**config.mk**
```make
export PLATFORM = sky130hd
export DESIGN_NAME = mpl_mark_latch
export DESIGN_NICKNAME = d
export VERILOG_FILES = /design/src/hw/mpl_limit_fold.v /design/src/hw/mpl_mark_latch.v
export VERILOG_INCLUDE_DIRS = /design/src /design/src/hw
export SDC_FILE = /design/constraint.sdc
export NUM_CORES = 2
export LEC_CHECK = 0
export BUFFER_PORTS_ARGS = -buffer_cell sky130_fd_sc_hd__buf_4
export CORE_ASPECT_RATIO = 1.75
export CORE_UTILIZATION = 55
export DETAILED_ROUTE_END_ITERATION = 6
export GPL_TIMING_DRIVEN = 0
export PLACE_DENSITY = 0.77
export SLEW_MARGIN = 20
export SYNTH_ARGS = -nofsm -noshare
export SYNTH_HDL_FRONTEND = slang
export SYNTH_HIERARCHICAL = 1
export SYNTH_SLANG_ARGS = --single-unit
```
**constraint.sdc**
```tcl
create_clock -name clock_in -period 35.4 [get_ports clock_in]
set_input_delay 7.08 -clock clock_in [delete_from_list [all_inputs] [get_ports clock_in]]
set_output_delay 7.08 -clock clock_in [all_outputs]
set_load 0.03 [all_outputs]
```
**src/hw/mpl_map.vh**
```
/*
 mark position latch window: constants for field positions,
 encodings and timing counts. assumes a 100 MHz clock.
*/
`ifndef MPL_MAP_VH
`define MPL_MAP_VH
// mark_function_select digits as 4-bit nibbles
`define MPL_FS_LATCH_DIGIT   3:0
`define MPL_FS_ROLL_DIGIT    7:4
`define MPL_FS_TOP_DIGIT     15:12
`define MPL_FS_LATCH_VAL     4'h0
`define MPL_FS_INTR_VAL      4'h1
`define MPL_FS_ROLL_ON       4'h1
// unit select codes
`define MPL_UNIT_MM          2'h0
`define MPL_UNIT_INCH        2'h1
`define MPL_UNIT_PULSE       2'h2
`define MPL_UNIT_DEGREE      2'h3
// limit scaling, thousandths
`define MPL_DIGIT_SCALE      32'h0000_03E8
`define MPL_DEG_SPAN         32'h0005_7E40
// capture deadline
`define MPL_CAPTURE_NS       400000
`define MPL_CLK_NS           10
// MPL_CAPTURE_NS over MPL_CLK_NS, sized for a 16-bit age counter
`define MPL_CAPTURE_CYCLES   16'h9C40
`endif

```
**src/hw/mpl_limit_fold.v**
```verilog
/*
 mpl_limit_fold: joins the high and low three-digit halves of one
 window limit into a signed value, and folds it into 0..359.999 for
 degree units. assumes halves are signed integers within +-999.
*/
`timescale 1ns/1ps
module mpl_limit_fold (
  // halves
  input  wire signed [15:0] high_digits_in,
  input  wire signed [15:0] low_digits_in,
  input  wire               degree_in,
  // joined limit
  output wire signed [31:0] limit_out
);
`include "mpl_map.vh"
  wire               mixed;
  wire signed [31:0] hi_abs;
  wire signed [31:0] lo_abs;
  wire signed [31:0] mag;
  wire signed [31:0] joined;
  wire signed [31:0] span;
  wire signed [31:0] rem;
  assign span   = `MPL_DEG_SPAN;
  assign hi_abs = high_digits_in[15] ? -{{16{high_digits_in[15]}},
                  high_digits_in} : {{16{high_digits_in[15]}},
                  high_digits_in};
  assign lo_abs = low_digits_in[15] ? -{{16{low_digits_in[15]}},
                  low_digits_in} : {{16{low_digits_in[15]}},
                  low_digits_in};
  assign mag    = hi_abs * $signed(`MPL_DIGIT_SCALE) + lo_abs;
  // a minus sign on either half, or on both, reads as a negative limit
  assign mixed  = high_digits_in[15] | low_digits_in[15];
  assign joined = mixed ? -mag : mag;
  // verilog % keeps the dividend sign, so negatives add one span
  assign rem    = joined % span;
  assign limit_out = !degree_in ? joined :
                     (rem < 0) ? rem + span : rem;
endmodule // mpl_limit_fold

```
**src/hw/mpl_mark_latch.v**
```verilog
/*
 mpl_mark_latch: mark detection for a positioning servo. captures
 position on mark edges inside a window, flags completion per edge,
 and issues the interrupt positioning distance swap.

 holds:
 - edge detection on the sampled mark level, one cycle of latency
 - the valid window, from two limits of two signed halves each,
   joined and folded in mpl_limit_fold
 - a linear window for mm, inch and pulse units, compared against
   the actual position, or against the travel from the start
   position while roll feed display is on
 - a degree window folded into one turn, wrapping through zero when
   the minus-side limit is the larger one
 - separate captured positions for rising and falling mark edges,
   each with a completion flag; a fall outside the window is
   remembered so that the next rise keeps the flags as they are
 - a sticky parameter alarm for inverted linear limits
 - the interrupt positioning swap of the remaining distance, a
   one-cycle load pulse with the new distance beside it
 - a monitor that reports a capture later than the fast-input
   deadline; capture is one cycle, so it only guards future edits

 outputs:
 - rise_position_out and fall_position_out hold the last captured
   positions until the next edge in the window or reset
 - the done flags are levels; a fall in the window sets its flag
   and clears the rise flag in the same cycle
 - parameter_error_alarm_out holds until reset, like a power cycle
 - distance_load_out is high for one cycle, with
   remaining_distance_out carrying the new distance in that cycle

 assumes:
 - every input synchronous to clock_in, one clock domain
 - rst_n_in synchronous and active low
 - settings held static between resets, except limit updates made
   in the consistent order; an inverted window on the way latches
   nothing and may raise the alarm, which holds until reset
 - limit halves signed integers within -999..999
 - positions in thousandths of the user unit, degrees included
 - the motion controller owns the deceleration profile; this block
   only hands it the new distance
 - the mark sensor is debounced upstream; every sampled change is
   taken as an edge
*/
`timescale 1ns/1ps
module mpl_mark_latch (
  // clock and reset
  input  wire               clock_in,
  input  wire               rst_n_in,
  // mark sensor and motion state
  input  wire               mark_input_in,
  input  wire signed [31:0] actual_position_in,
  input  wire signed [31:0] start_position_in,
  input  wire signed [31:0] remaining_distance_in,
  input  wire               home_return_in,
  input  wire               manual_mode_in,
  input  wire               motor_stopped_in,
  input  wire               temporary_stop_input_in,
  input  wire               reverse_rotation_in,
  // settings
  input  wire        [15:0] mark_function_select_in,
  input  wire         [1:0] unit_select_in,
  input  wire         [3:0] command_method_select_in,
  input  wire signed [15:0] range_plus_low_digits_in,
  input  wire signed [15:0] range_plus_high_digits_in,
  input  wire signed [15:0] range_minus_low_digits_in,
  input  wire signed [15:0] range_minus_high_digits_in,
  input  wire signed [31:0] mark_stop_distance_in,
  input  wire               fast_input_filter_select_in,
  input  wire               input_pin_assign_in,
  // results
  output reg  signed [31:0] rise_position_out,
  output reg  signed [31:0] fall_position_out,
  output reg                rise_latch_done_out,
  output reg                fall_latch_done_out,
  output reg                parameter_error_alarm_out,
  output reg                distance_load_out,
  output reg  signed [31:0] remaining_distance_out,
  output reg                capture_late_out
);
`include "mpl_map.vh"

////////////////////////////////////////////////////////////////////////
// limits
  localparam [15:0] CAP_CYCLES = `MPL_CAPTURE_CYCLES;
  // one-hot states; the default branch recovers from a stray code
  localparam [1:0]  ST_IDLE    = 2'b01;
  localparam [1:0]  ST_HIGH    = 2'b10;

  // limits and modes
  wire signed [31:0] plus_limit;
  wire signed [31:0] minus_limit;
  wire               degree;
  wire               latch_mode;
  wire               intr_mode;
  wire               roll_on;
  wire signed [31:0] compare_pos;
  wire signed [31:0] travel;
  wire signed [31:0] deg_pos;
  wire signed [31:0] deg_rem;
  wire signed [31:0] span;

  // window
  wire               limits_equal;
  wire               lin_window;
  wire               deg_straight;
  wire               deg_wrap;
  wire               deg_window;
  reg                in_window;

  // edge tracking
  reg                mark_prev;
  reg         [1:0]  state;
  reg         [1:0]  next_state;
  wire               rise;
  wire               fall;

  // qualifiers
  wire               rise_hit;
  wire               fall_hit;
  wire               fall_out;
  wire               limits_inverted;
  wire               intr_block;
  wire               intr_ok;
  wire               fast_capture;
  wire               capture_edge;

  // capture and deadline
  reg                fall_missed;
  reg         [15:0] edge_age;
  reg                edge_pending;

  assign degree = (unit_select_in == `MPL_UNIT_DEGREE);
  assign span   = `MPL_DEG_SPAN;

  mpl_limit_fold u_plus (
    .high_digits_in (range_plus_high_digits_in),
    .low_digits_in  (range_plus_low_digits_in),
    .degree_in      (degree),
    .limit_out      (plus_limit)
  );

  mpl_limit_fold u_minus (
    .high_digits_in (range_minus_high_digits_in),
    .low_digits_in  (range_minus_low_digits_in),
    .degree_in      (degree),
    .limit_out      (minus_limit)
  );

////////////////////////////////////////////////////////////////////////
// mode decode
  // interrupt positioning takes precedence over the latch digit
  assign latch_mode = (mark_function_select_in[`MPL_FS_LATCH_DIGIT] ==
                       `MPL_FS_LATCH_VAL) && !intr_mode;
  assign intr_mode  = (mark_function_select_in[`MPL_FS_TOP_DIGIT] ==
                       `MPL_FS_INTR_VAL);
  assign roll_on    = (mark_function_select_in[`MPL_FS_ROLL_DIGIT] ==
                       `MPL_FS_ROLL_ON);

  // absolute or incremental method does not change the window
  assign travel      = actual_position_in - start_position_in;
  assign compare_pos = roll_on ? travel
                               : actual_position_in;
  // degree positions fold into one turn before the compare
  assign deg_rem = compare_pos % span;
  assign deg_pos = (deg_rem < 0) ? deg_rem + span : deg_rem;

////////////////////////////////////////////////////////////////////////
// window check
  // rotation direction is deliberately not an input here
  assign limits_equal = (plus_limit == minus_limit);
  // linear units latch only with upper above lower, or with equal limits
  assign lin_window   = (plus_limit > minus_limit) &&
                        (compare_pos >= minus_limit) &&
                        (compare_pos <= plus_limit);
  assign deg_straight = (deg_pos >= minus_limit) &&
                        (deg_pos <= plus_limit);
  // minus side larger: window wraps through zero
  assign deg_wrap     = (deg_pos >= minus_limit) ||
                        (deg_pos <= plus_limit);
  assign deg_window   = (plus_limit > minus_limit) ? deg_straight
                                                   : deg_wrap;

  always @* begin
    if (limits_equal) begin
      in_window = 1'b1;
    end else if (degree) begin
      in_window = deg_window;
    end else begin
      in_window = lin_window;
    end
  end

////////////////////////////////////////////////////////////////////////
// edge tracking
  // mark_prev resets to the idle level, so reset brings no false edge
  assign rise = mark_input_in && !mark_prev;
  assign fall = !mark_input_in && mark_prev;

  always @* begin
    case (state)
      ST_IDLE: next_state = rise ? ST_HIGH : ST_IDLE;
      ST_HIGH: next_state = fall ? ST_IDLE : ST_HIGH;
      default: next_state = ST_IDLE;
    endcase
  end

  always @(posedge clock_in) begin
    if (!rst_n_in) begin
      mark_prev <= 1'b0;
      state     <= ST_IDLE;
    end else begin
      mark_prev <= mark_input_in;
      state     <= next_state;
    end
  end

////////////////////////////////////////////////////////////////////////
// position capture and flags
  // the latch, disabled in home return and manual operation
  wire latch_ok;
  assign latch_ok = latch_mode && !home_return_in && !manual_mode_in;

  // an edge counts only when it lands inside the window
  assign rise_hit = rise && in_window;
  assign fall_hit = fall && in_window;
  // a fall outside the window is remembered for the next rise
  assign fall_out = fall && !in_window;
  // degree limits always form a window, so only linear units alarm
  assign limits_inverted = !degree && (plus_limit < minus_limit);
  // the interrupt swap is refused in these motion states
  assign intr_block = home_return_in || manual_mode_in ||
                      motor_stopped_in || temporary_stop_input_in;
  assign intr_ok    = intr_mode && rise && !intr_block;
  // the deadline applies only on the fast input with its filter
  assign fast_capture = input_pin_assign_in &&
                        fast_input_filter_select_in;
  assign capture_edge = latch_ok && (rise_hit || fall_hit);

  always @(posedge clock_in) begin
    if (!rst_n_in) begin
      rise_position_out   <= 32'sh0000_0000;
      fall_position_out   <= 32'sh0000_0000;
      rise_latch_done_out <= 1'b0;
      fall_latch_done_out <= 1'b0;
      fall_missed         <= 1'b0;
    end else if (latch_ok) begin
      if (rise_hit) begin
        rise_position_out <= actual_position_in;
        // flag stays as it was after an out-of-window fall
        if (!fall_missed) begin
          rise_latch_done_out <= 1'b1;
          fall_latch_done_out <= 1'b0;
        end
      end
      // edge outside window leaves stored value alone
      if (fall_hit) begin
        fall_position_out   <= actual_position_in;
        fall_latch_done_out <= 1'b1;
        rise_latch_done_out <= 1'b0;
        fall_missed         <= 1'b0;
      end else if (fall_out) begin
        fall_missed <= 1'b1;
      end
    end
  end

////////////////////////////////////////////////////////////////////////
// capture deadline monitor
  // capture is same-cycle; the counter only reports a breach
  always @(posedge clock_in) begin
    if (!rst_n_in) begin
      edge_age         <= 16'h0000;
      edge_pending     <= 1'b0;
      capture_late_out <= 1'b0;
    end else if (capture_edge) begin
      // age restarts at the edge and is read when the flag lands
      edge_pending <= 1'b1;
      edge_age     <= 16'h0000;
    end else if (edge_pending) begin
      edge_pending     <= 1'b0;
      capture_late_out <= capture_late_out |
                          (fast_capture && (edge_age >= CAP_CYCLES));
    end else begin
      // saturates so a long quiet spell never wraps back to zero
      edge_age <= (edge_age == 16'hFFFF) ? edge_age
                                         : edge_age + 16'h0001;
    end
  end

////////////////////////////////////////////////////////////////////////
// parameter alarm
  // software must order limit writes; a wrong order lands here
  always @(posedge clock_in) begin
    if (!rst_n_in) begin
      parameter_error_alarm_out <= 1'b0;
    end else if (limits_inverted) begin
      // sticky until reset, like a power cycle
      parameter_error_alarm_out <= 1'b1;
    end
  end

////////////////////////////////////////////////////////////////////////
// interrupt positioning
  always @(posedge clock_in) begin
    if (!rst_n_in) begin
      distance_load_out      <= 1'b0;
      remaining_distance_out <= 32'sh0000_0000;
    end else begin
      distance_load_out <= 1'b0;
      if (intr_ok) begin
        distance_load_out      <= 1'b1;
        remaining_distance_out <= mark_stop_distance_in;
      end else if (!distance_load_out) begin
        // pass-through lags the controller by one cycle
        remaining_distance_out <= remaining_distance_in;
      end
    end
  end

endmodule // mpl_mark_latch

```
Word-level counts from Yosys, hierarchy flattened --
Index checks and enable logic that the tools add are counted. Widths: inputs -> output; s select.
Storage, ports and cells: register bits after elaboration 120, input bits 224
Cells by class: bitwise operators 7, equal/unequal tests 7, add/subtract/negate cells 13, multiplexer cells 27, order comparisons 10, divide/modulo/power cells 3, multiply operators 2, reduce and logical (&&, ||, !) cells 40
Operator list (number):
- $mux 32 | 14
- $neg 32->32 | 6
- $add 32x20->32 const B | 3
- $lt 32x1->1 const B | 3
- $mod 32x20->32 const B | 3
- $add 32x32->32 | 2
- $ge 32x32->1 | 2
- $le 32x32->1 | 2
- $mul 32x8->29 const B | 2
- $eq 32x32->1 | 1
- $gt 32x32->1 | 1
- $lt 32x32->1 | 1
- $sub 32x32->32 | 1
- $logic_and 1x1->1 | 17
- $add 16x1->16 const B | 1
- $eq 16x16->1 const B | 1
- $ge 16x16->1 const B | 1
- $mux 1 | 13
- $reduce_and 2->1 | 5
- $eq 4x1->1 const B | 2
- $logic_not 1->1 | 8
- $logic_or 1x1->1 | 5
- $logic_not 4->1 | 1
- $not 1->1 | 4
- other kinds (7) | 10

Logic depth before layout (Yosys ltp) --
depth in word-level cells 20, gate-level depth with buffers 136, mapped depth without buffers 123

By module --
Netlist, hierarchy kept.
By module, submodules not included:
- mpl_limit_fold | seq. area each 0.0 um^2, area each 17646.9 um^2, cells each 2466, times used 2
- mpl_mark_latch | seq. area each 2402.3 um^2, area each 20931.3 um^2, cells each 2898, times used 1

Worst setup path after synthesis --
Ideal clock, no wire load.
kind input -> register, from input port range_minus_high_digits_in[15], to register fall_position_out[10], setup slack 1.437 ns, arrival time 33.835 ns, library setup time 0.128 ns, required time 35.272 ns, stages 120, cells stage by stage clkbuf_1 > clkbuf_1 > o31ai_1 > xnor2_1 > ha_1 > xnor2_1 > fa_1 > inv_1 > fa_1 > inv_1 > fa_1 > inv_1 > ha_1 > inv_1 > o21bai_1 > a21oi_1 > o21bai_1 > a21oi_1 > [84 not listed] > inv_1 > ha_1 > nand4_1 > or2_2 > or3_1 > or3_1 > nor2_1 > nor4_1 > nor2_1 > o32ai_1 > maj3_1 > a221o_1 > nand2b_1 > or2_2 > clkbuf_1 > clkbuf_1 > mux2i_1 > nor2_1
Between the ends: word-level cells in the longest chain between the ends 17, elaborated cells between the ends (all ways) 25
RTL lines:
- start: declaration | line mpl_mark_latch.v:68 | input wire signed [15:0] range_minus_high_digits_in,
- $neg 32->32 | line mpl_limit_fold.v:24 | assign hi_abs = high_digits_in[15] ? -{{16{high_digits_in[15]}},
- $mux 32 | line mpl_limit_fold.v:24
- $mul 32x8->29 | line mpl_limit_fold.v:30 | assign mag = hi_abs * $signed(`MPL_DIGIT_SCALE) + lo_abs;
- $add 32x32->32 | line mpl_limit_fold.v:30
- $neg 32->32 | line mpl_limit_fold.v:33 | assign joined = mixed ? -mag : mag;
- $mux 32 (*) | line mpl_limit_fold.v:33
- $mod 32x20->32 | line mpl_limit_fold.v:35 | assign rem = joined % span;
- $add 32x20->32 or $lt 32x1->1 (tied branches) | line mpl_limit_fold.v:37 | (rem < 0) ? rem + span : rem;
- [2 not listed]
- via minus_limit[30] | line mpl_mark_latch.v:93 | wire signed [31:0] minus_limit;
- $ge 32x32->1, or another cell as far along | line mpl_mark_latch.v:177, mpl_mark_latch.v:180
- $logic_or 1x1->1, or another cell as far along | line mpl_mark_latch.v:180 | assign deg_wrap = (deg_pos >= minus_limit) ||
- $mux 1 or $logic_and 1x1->1 (tied branches) | line mpl_mark_latch.v:182, mpl_mark_latch.v:175
- $mux 1 | line mpl_mark_latch.v:188 | end else if (degree) begin
- $mux 1 (*) | line mpl_mark_latch.v:186 | if (limits_equal) begin
- $logic_and 1x1->1 (*) | line mpl_mark_latch.v:227 | assign fall_hit = fall && in_window;
- $reduce_and 2->1 (no line) (*)
- end signal: assignment | line mpl_mark_latch.v:259 | fall_position_out <= actual_position_in;
- end: declaration | line mpl_mark_latch.v:74 | output reg signed [31:0] fall_position_out,
Mark *: on every way through the listed nets, which the timed path passes. The rest lies on a longest branch. A chain may end at the register's enable or synchronous reset.

Final worst setup path --
from input port range_minus_high_digits_in[4], to register fall_position_out[5]
Between the ends: word-level cells in the longest chain between the ends 17, elaborated cells between the ends (all ways) 24
RTL lines (line):
- $neg 32->32 | mpl_limit_fold.v:24
- $mux 32 (*) | mpl_limit_fold.v:24
- $mul 32x8->29 (*) | mpl_limit_fold.v:30
- $add 32x32->32 (*) | mpl_limit_fold.v:30
- $neg 32->32 | mpl_limit_fold.v:33
- $mux 32 (*) | mpl_limit_fold.v:33
- $mod 32x20->32 | mpl_limit_fold.v:35
- $add 32x20->32 or $lt 32x1->1 (tied branches) | mpl_limit_fold.v:37
- [2 not listed]
- via minus_limit[30] | mpl_mark_latch.v:93
- $ge 32x32->1, or another cell as far along | mpl_mark_latch.v:177, mpl_mark_latch.v:180
- $logic_or 1x1->1, or another cell as far along | mpl_mark_latch.v:180
- $mux 1 or $logic_and 1x1->1 (tied branches) | mpl_mark_latch.v:182, mpl_mark_latch.v:175
- $mux 1 | mpl_mark_latch.v:188
- $mux 1 (*) | mpl_mark_latch.v:186
- $logic_and 1x1->1 (*) | mpl_mark_latch.v:227
- $reduce_and 2->1 (no line) (*)
Marks and branches as above.

==> Implementation_results.wiki <==
{| class="wikitable"
! Metric !! Value
|-
| Pin count of the biggest net entering global routing || 17
|-
| First-pass GRT wire length || about 320000 um
|-
| Top FF cell, synth || sky130_fd_sc_hd__dfxtp_1
|-
| GR met1 Demand/Resource || 37.1%
|-
| Post-synth top area cell || sky130_fd_sc_hd__ha_1
|-
| I/O Pins || approximately 330
|-
| Number of buffers inserted for hold repair after clock tree synthesis || 0
|-
| Count of final hold-check violations || 0
|-
| # Max-Cap Violations || 0
|-
| Minimum period implied by the final worst setup slack || roughly 35 ns
|-
| Largest family of logic cells by synthesized area || compound AO/OA/AOI/OAI gates
|-
| Vertical extent of the die || around 420 um
|-
| Post-synth top cells || sky130_fd_sc_hd__nor2_1, sky130_fd_sc_hd__nand2_1, sky130_fd_sc_hd__inv_1
|-
| Worst path arrival time || about 35 ns
|-
| Root cell of the clock tree || sky130_fd_sc_hd__clkbuf_16
|-
| Drt pass-1 iters || 7
|-
| Hold crit path type || reg -> reg
|-
| Max clock buf depth || 2
|-
| DP Cell Count || 9593
|-
| Width of the die || approximately 240 um
|-
| Share of synthesized area occupied by flip-flops and latches || 4.27%
|-
| Post-synthesis to final-layout area growth || 19.5%
|-
| Final-report max-slew violation count || 0
|-
| Met2 routing resource usage after global routing || 70.8%
|-
| Mean routed wirelength per cell || roughly 22 um
|-
| Slew at the pin closest to its max-slew limit || between 1 and 1.5 ns
|-
| Total of flip-flops plus latches after synthesis || 120
|-
| DRC errors left || 0
|-
| Inserted Clock Buffers || 17
|-
| Number of nets in the finished design || between 9000 and 10000
|-
| Distinct cells, synth || 156
|-
| Post-detailed-route count of antenna-violating nets || 0
|-
| H-tree lvl count || 4
|-
| Average instance area after synthesis || ~7 um^2
|-
| Type of destination of the critical path || register
|-
| FMAX || approximately 29 MHz
|-
| Die footprint || 104000 um^2
|-
| Post-route standard cell area excluding fillers || about 67000 um^2
|-
| Violation count after the first detailed-routing iteration || ~5000
|-
| Netlist area before placement || around 56000 um^2
|-
| Placeable core region || between 100000 and 150000 um^2
|-
| Number of fill cells in the layout || between 8000 and 9000
|-
| Number of flops mapped to enable cells by yosys || 0
|-
| Starting Density || a little under three fifths
|-
| Worst path most repeated cell || sky130_fd_sc_hd__nor2_1
|-
| Most common cell in the synthesized netlist || sky130_fd_sc_hd__nor2_1
|-
| Post-route non-filler standard cell count || roughly 9900
|-
| Adder-Cell Fraction of Synth Area || about 16%
|-
| GRT Total Usage || a little under two fifths
|-
| Total number of vias || approximately 66000
|-
| Number of antenna violations at the first check in global routing || 7
|-
| Placer Congestion || around 1.0
|-
| Met3 track utilization from global routing || under 10%
|-
| Clk_skew || between 0.015 and 0.02 ns
|-
| Number of core rows || 154
|-
| Share of the synthesized area in the top cell type || a little under a tenth
|-
| Clock tree from TritonCTS || yes
|-
| Reg clk slew, reported paths || approximately 0.070 ns
|-
| Clock Latency Late Sink || ~0.44 ns
|-
| Relative slew slack || 23.2%
|-
| Placed Area || 60700 um^2
|-
| Biggest cell delay along the critical path || 0.60 ns
|-
| Ranking of synthesized cells by area || sky130_fd_sc_hd__ha_1, sky130_fd_sc_hd__xnor2_1, sky130_fd_sc_hd__fa_1
|-
| Total congestion overflow || 0
|-
| Wirelength, routed || around 210000 um
|-
| Multiplexer share of the synthesized area || just over 4%
|-
| Count of clock tree sinks || 120
|-
| Run status || finished clean
|-
| Layout cells sized above 1 || a little under a fifth
|-
| Synth Area in Compound Gates || between 30% and 40%
|-
| Library cell contributing the largest single delay on the critical path || sky130_fd_sc_hd__or4b_1
|-
| Number of global-route vias before repair || between 60000 and 70000
|-
| Port buffer count || 311
|-
| Worst Setup Start Kind || primary input
|-
| Post-synthesis xor/xnor area fraction || a little under an eighth
|-
| Detailed placement HPWL || around 170000 um
|-
| Gr busiest metal || met2
|-
| Asr flop ratio synth || 0%
|-
| Synthesis warning total || 6
|-
| Simple-gate share of the synthesized area || roughly a quarter
|-
| Routed via count divided by cell count || roughly 6.7
|-
| Crit Path Category || in -> reg
|-
| Maximum fanout along the worst path || 10
|-
| Fin crit share || a little over nine tenths
|-
| Worst path required time || ~36 ns
|-
| Count of mapped cells out of synthesis || between 7000 and 8000
|-
| Number of endpoints failing setup at the final stage || 0
|}
## kinds of logic after synthesis
logic type	Yosys count
buffers and inverters	844
multiplexers	219
flip-flops	120
AND/OR/NAND/NOR	2766
adder cells (fa/ha/maj)	615
other	4
XOR/XNOR	707
AO/OA/AOI/OAI	2555
## path summary, 6_finish.rpt
kind / start / to / slack, ns / cells past startpoint
setup / recovery: range_minus_high_digits_in[4] / fall_position_out[5]$_SDFFE_PN0P_ / 0.55 / 113
hold / removal: fall_missed$_SDFFE_PN0P_ / fall_missed$_SDFFE_PN0P_ / 0.47 / 2
setup reg to reg: edge_age[0]$_SDFFE_PP0P_ / edge_age[9]$_SDFFE_PP0P_ / 33.00 / 10
hold reg to reg: fall_missed$_SDFFE_PN0P_ / fall_missed$_SDFFE_PN0P_ / 0.47 / 2
## routing by layer
metal  up-vias  routed length, um
met4         0              19700
li1      30600                  -
met2      3102             108000
met3      1194              12200
met1     31300              74800
met5         -                  0
## worst max-delay path, delay by kind of cell
kind / cells / cell delay [ns]
muxes: 2 / 0.86
buffers and inverters: 12 / 1.77
adders and majority gates: 9 / 3.59
xor gates and xnor gates: 8 / 1.78
AOI/OAI and AO/OA: 50 / 12.43
and+or+nand+nor: 32 / 7.59
## layout by cell type (no fill, tap or decap), types with 100 or more instances in the layout
cell type	instances
sky130_fd_sc_hd__o21ai_0	340
sky130_fd_sc_hd__a21oi_1	427
sky130_fd_sc_hd__xor2_1	182
sky130_fd_sc_hd__inv_1	543
sky130_fd_sc_hd__dfxtp_1	120
sky130_fd_sc_hd__nand3_1	208
sky130_fd_sc_hd__and3_1	100
sky130_fd_sc_hd__ha_1	398
sky130_fd_sc_hd__a21o_1	121
sky130_fd_sc_hd__and2_1	108
sky130_fd_sc_hd__nand2_1	629
sky130_fd_sc_hd__nor3_1	200
sky130_fd_sc_hd__mux2i_1	162
sky130_fd_sc_hd__buf_4	593
sky130_fd_sc_hd__nor2_1	656
sky130_fd_sc_hd__fa_1	159
sky130_fd_sc_hd__xnor2_1	415
sky130_fd_sc_hd__a211oi_1	106
sky130_fd_sc_hd__o21a_1	100
sky130_fd_sc_hd__a31oi_1	125
sky130_fd_sc_hd__clkbuf_1	131
sky130_fd_sc_hd__o21ai_1	102
sky130_fd_sc_hd__nand4_1	148
sky130_fd_sc_hd__conb_1	126
## per-stage QoR
stage / hold WS [ns] / utilization, % / setup WS (ns) / setup TNS [ns]
after detailed placement: 0.463 / 60.2 / -5.31 / -430.19
after floorplan: 0.448 / - / 1.44 / 0
after CTS: 0.472 / 62.4 / 0.00127 / 0
after global placement: 0.460 / 60.1 / -4.83 / -388.06
after global routing: 0.507 / 66.5 / -0.741 / -51.70
final: 0.472 / 66.5 / 0.550 / 0
## area by class of cell
type,count,area [um^2],share of cell area [%]
flip-flops and latches,120,2400,3.58
clock inverters,13,123,0.183
diodes,7,17.5,0.0261
clock buffers,19,443,0.659
plain buffers,268,1370,2.03
multi-input cells,6989,54700,81.4
repair buffers,581,4380,6.53
well taps,1326,1660,2.47
inverters,555,2090,3.11
## registers in the layout, indices dropped and copies added (netlist names)
name,cells
fall_latch_done_out,1
mark_prev,1
rise_position_out,32
edge_pending,1
remaining_distance_out,32
distance_load_out,1
fall_missed,1
rise_latch_done_out,1
fall_position_out,32
edge_age,16
capture_late_out,1
parameter_error_alarm_out,1
## repair_timing
action | in CTS | in global routing
cloned | 0 | 2
pin swaps | 46 | 183
buffers inserted | 57 | 208
resized for setup | 252 | 497
endpoints found under the setup margin | 86 | 86
Power is left out: the tool's default activity adds up to more than one toggle a clock period on the data nets, which glitch-free logic cannot reach.
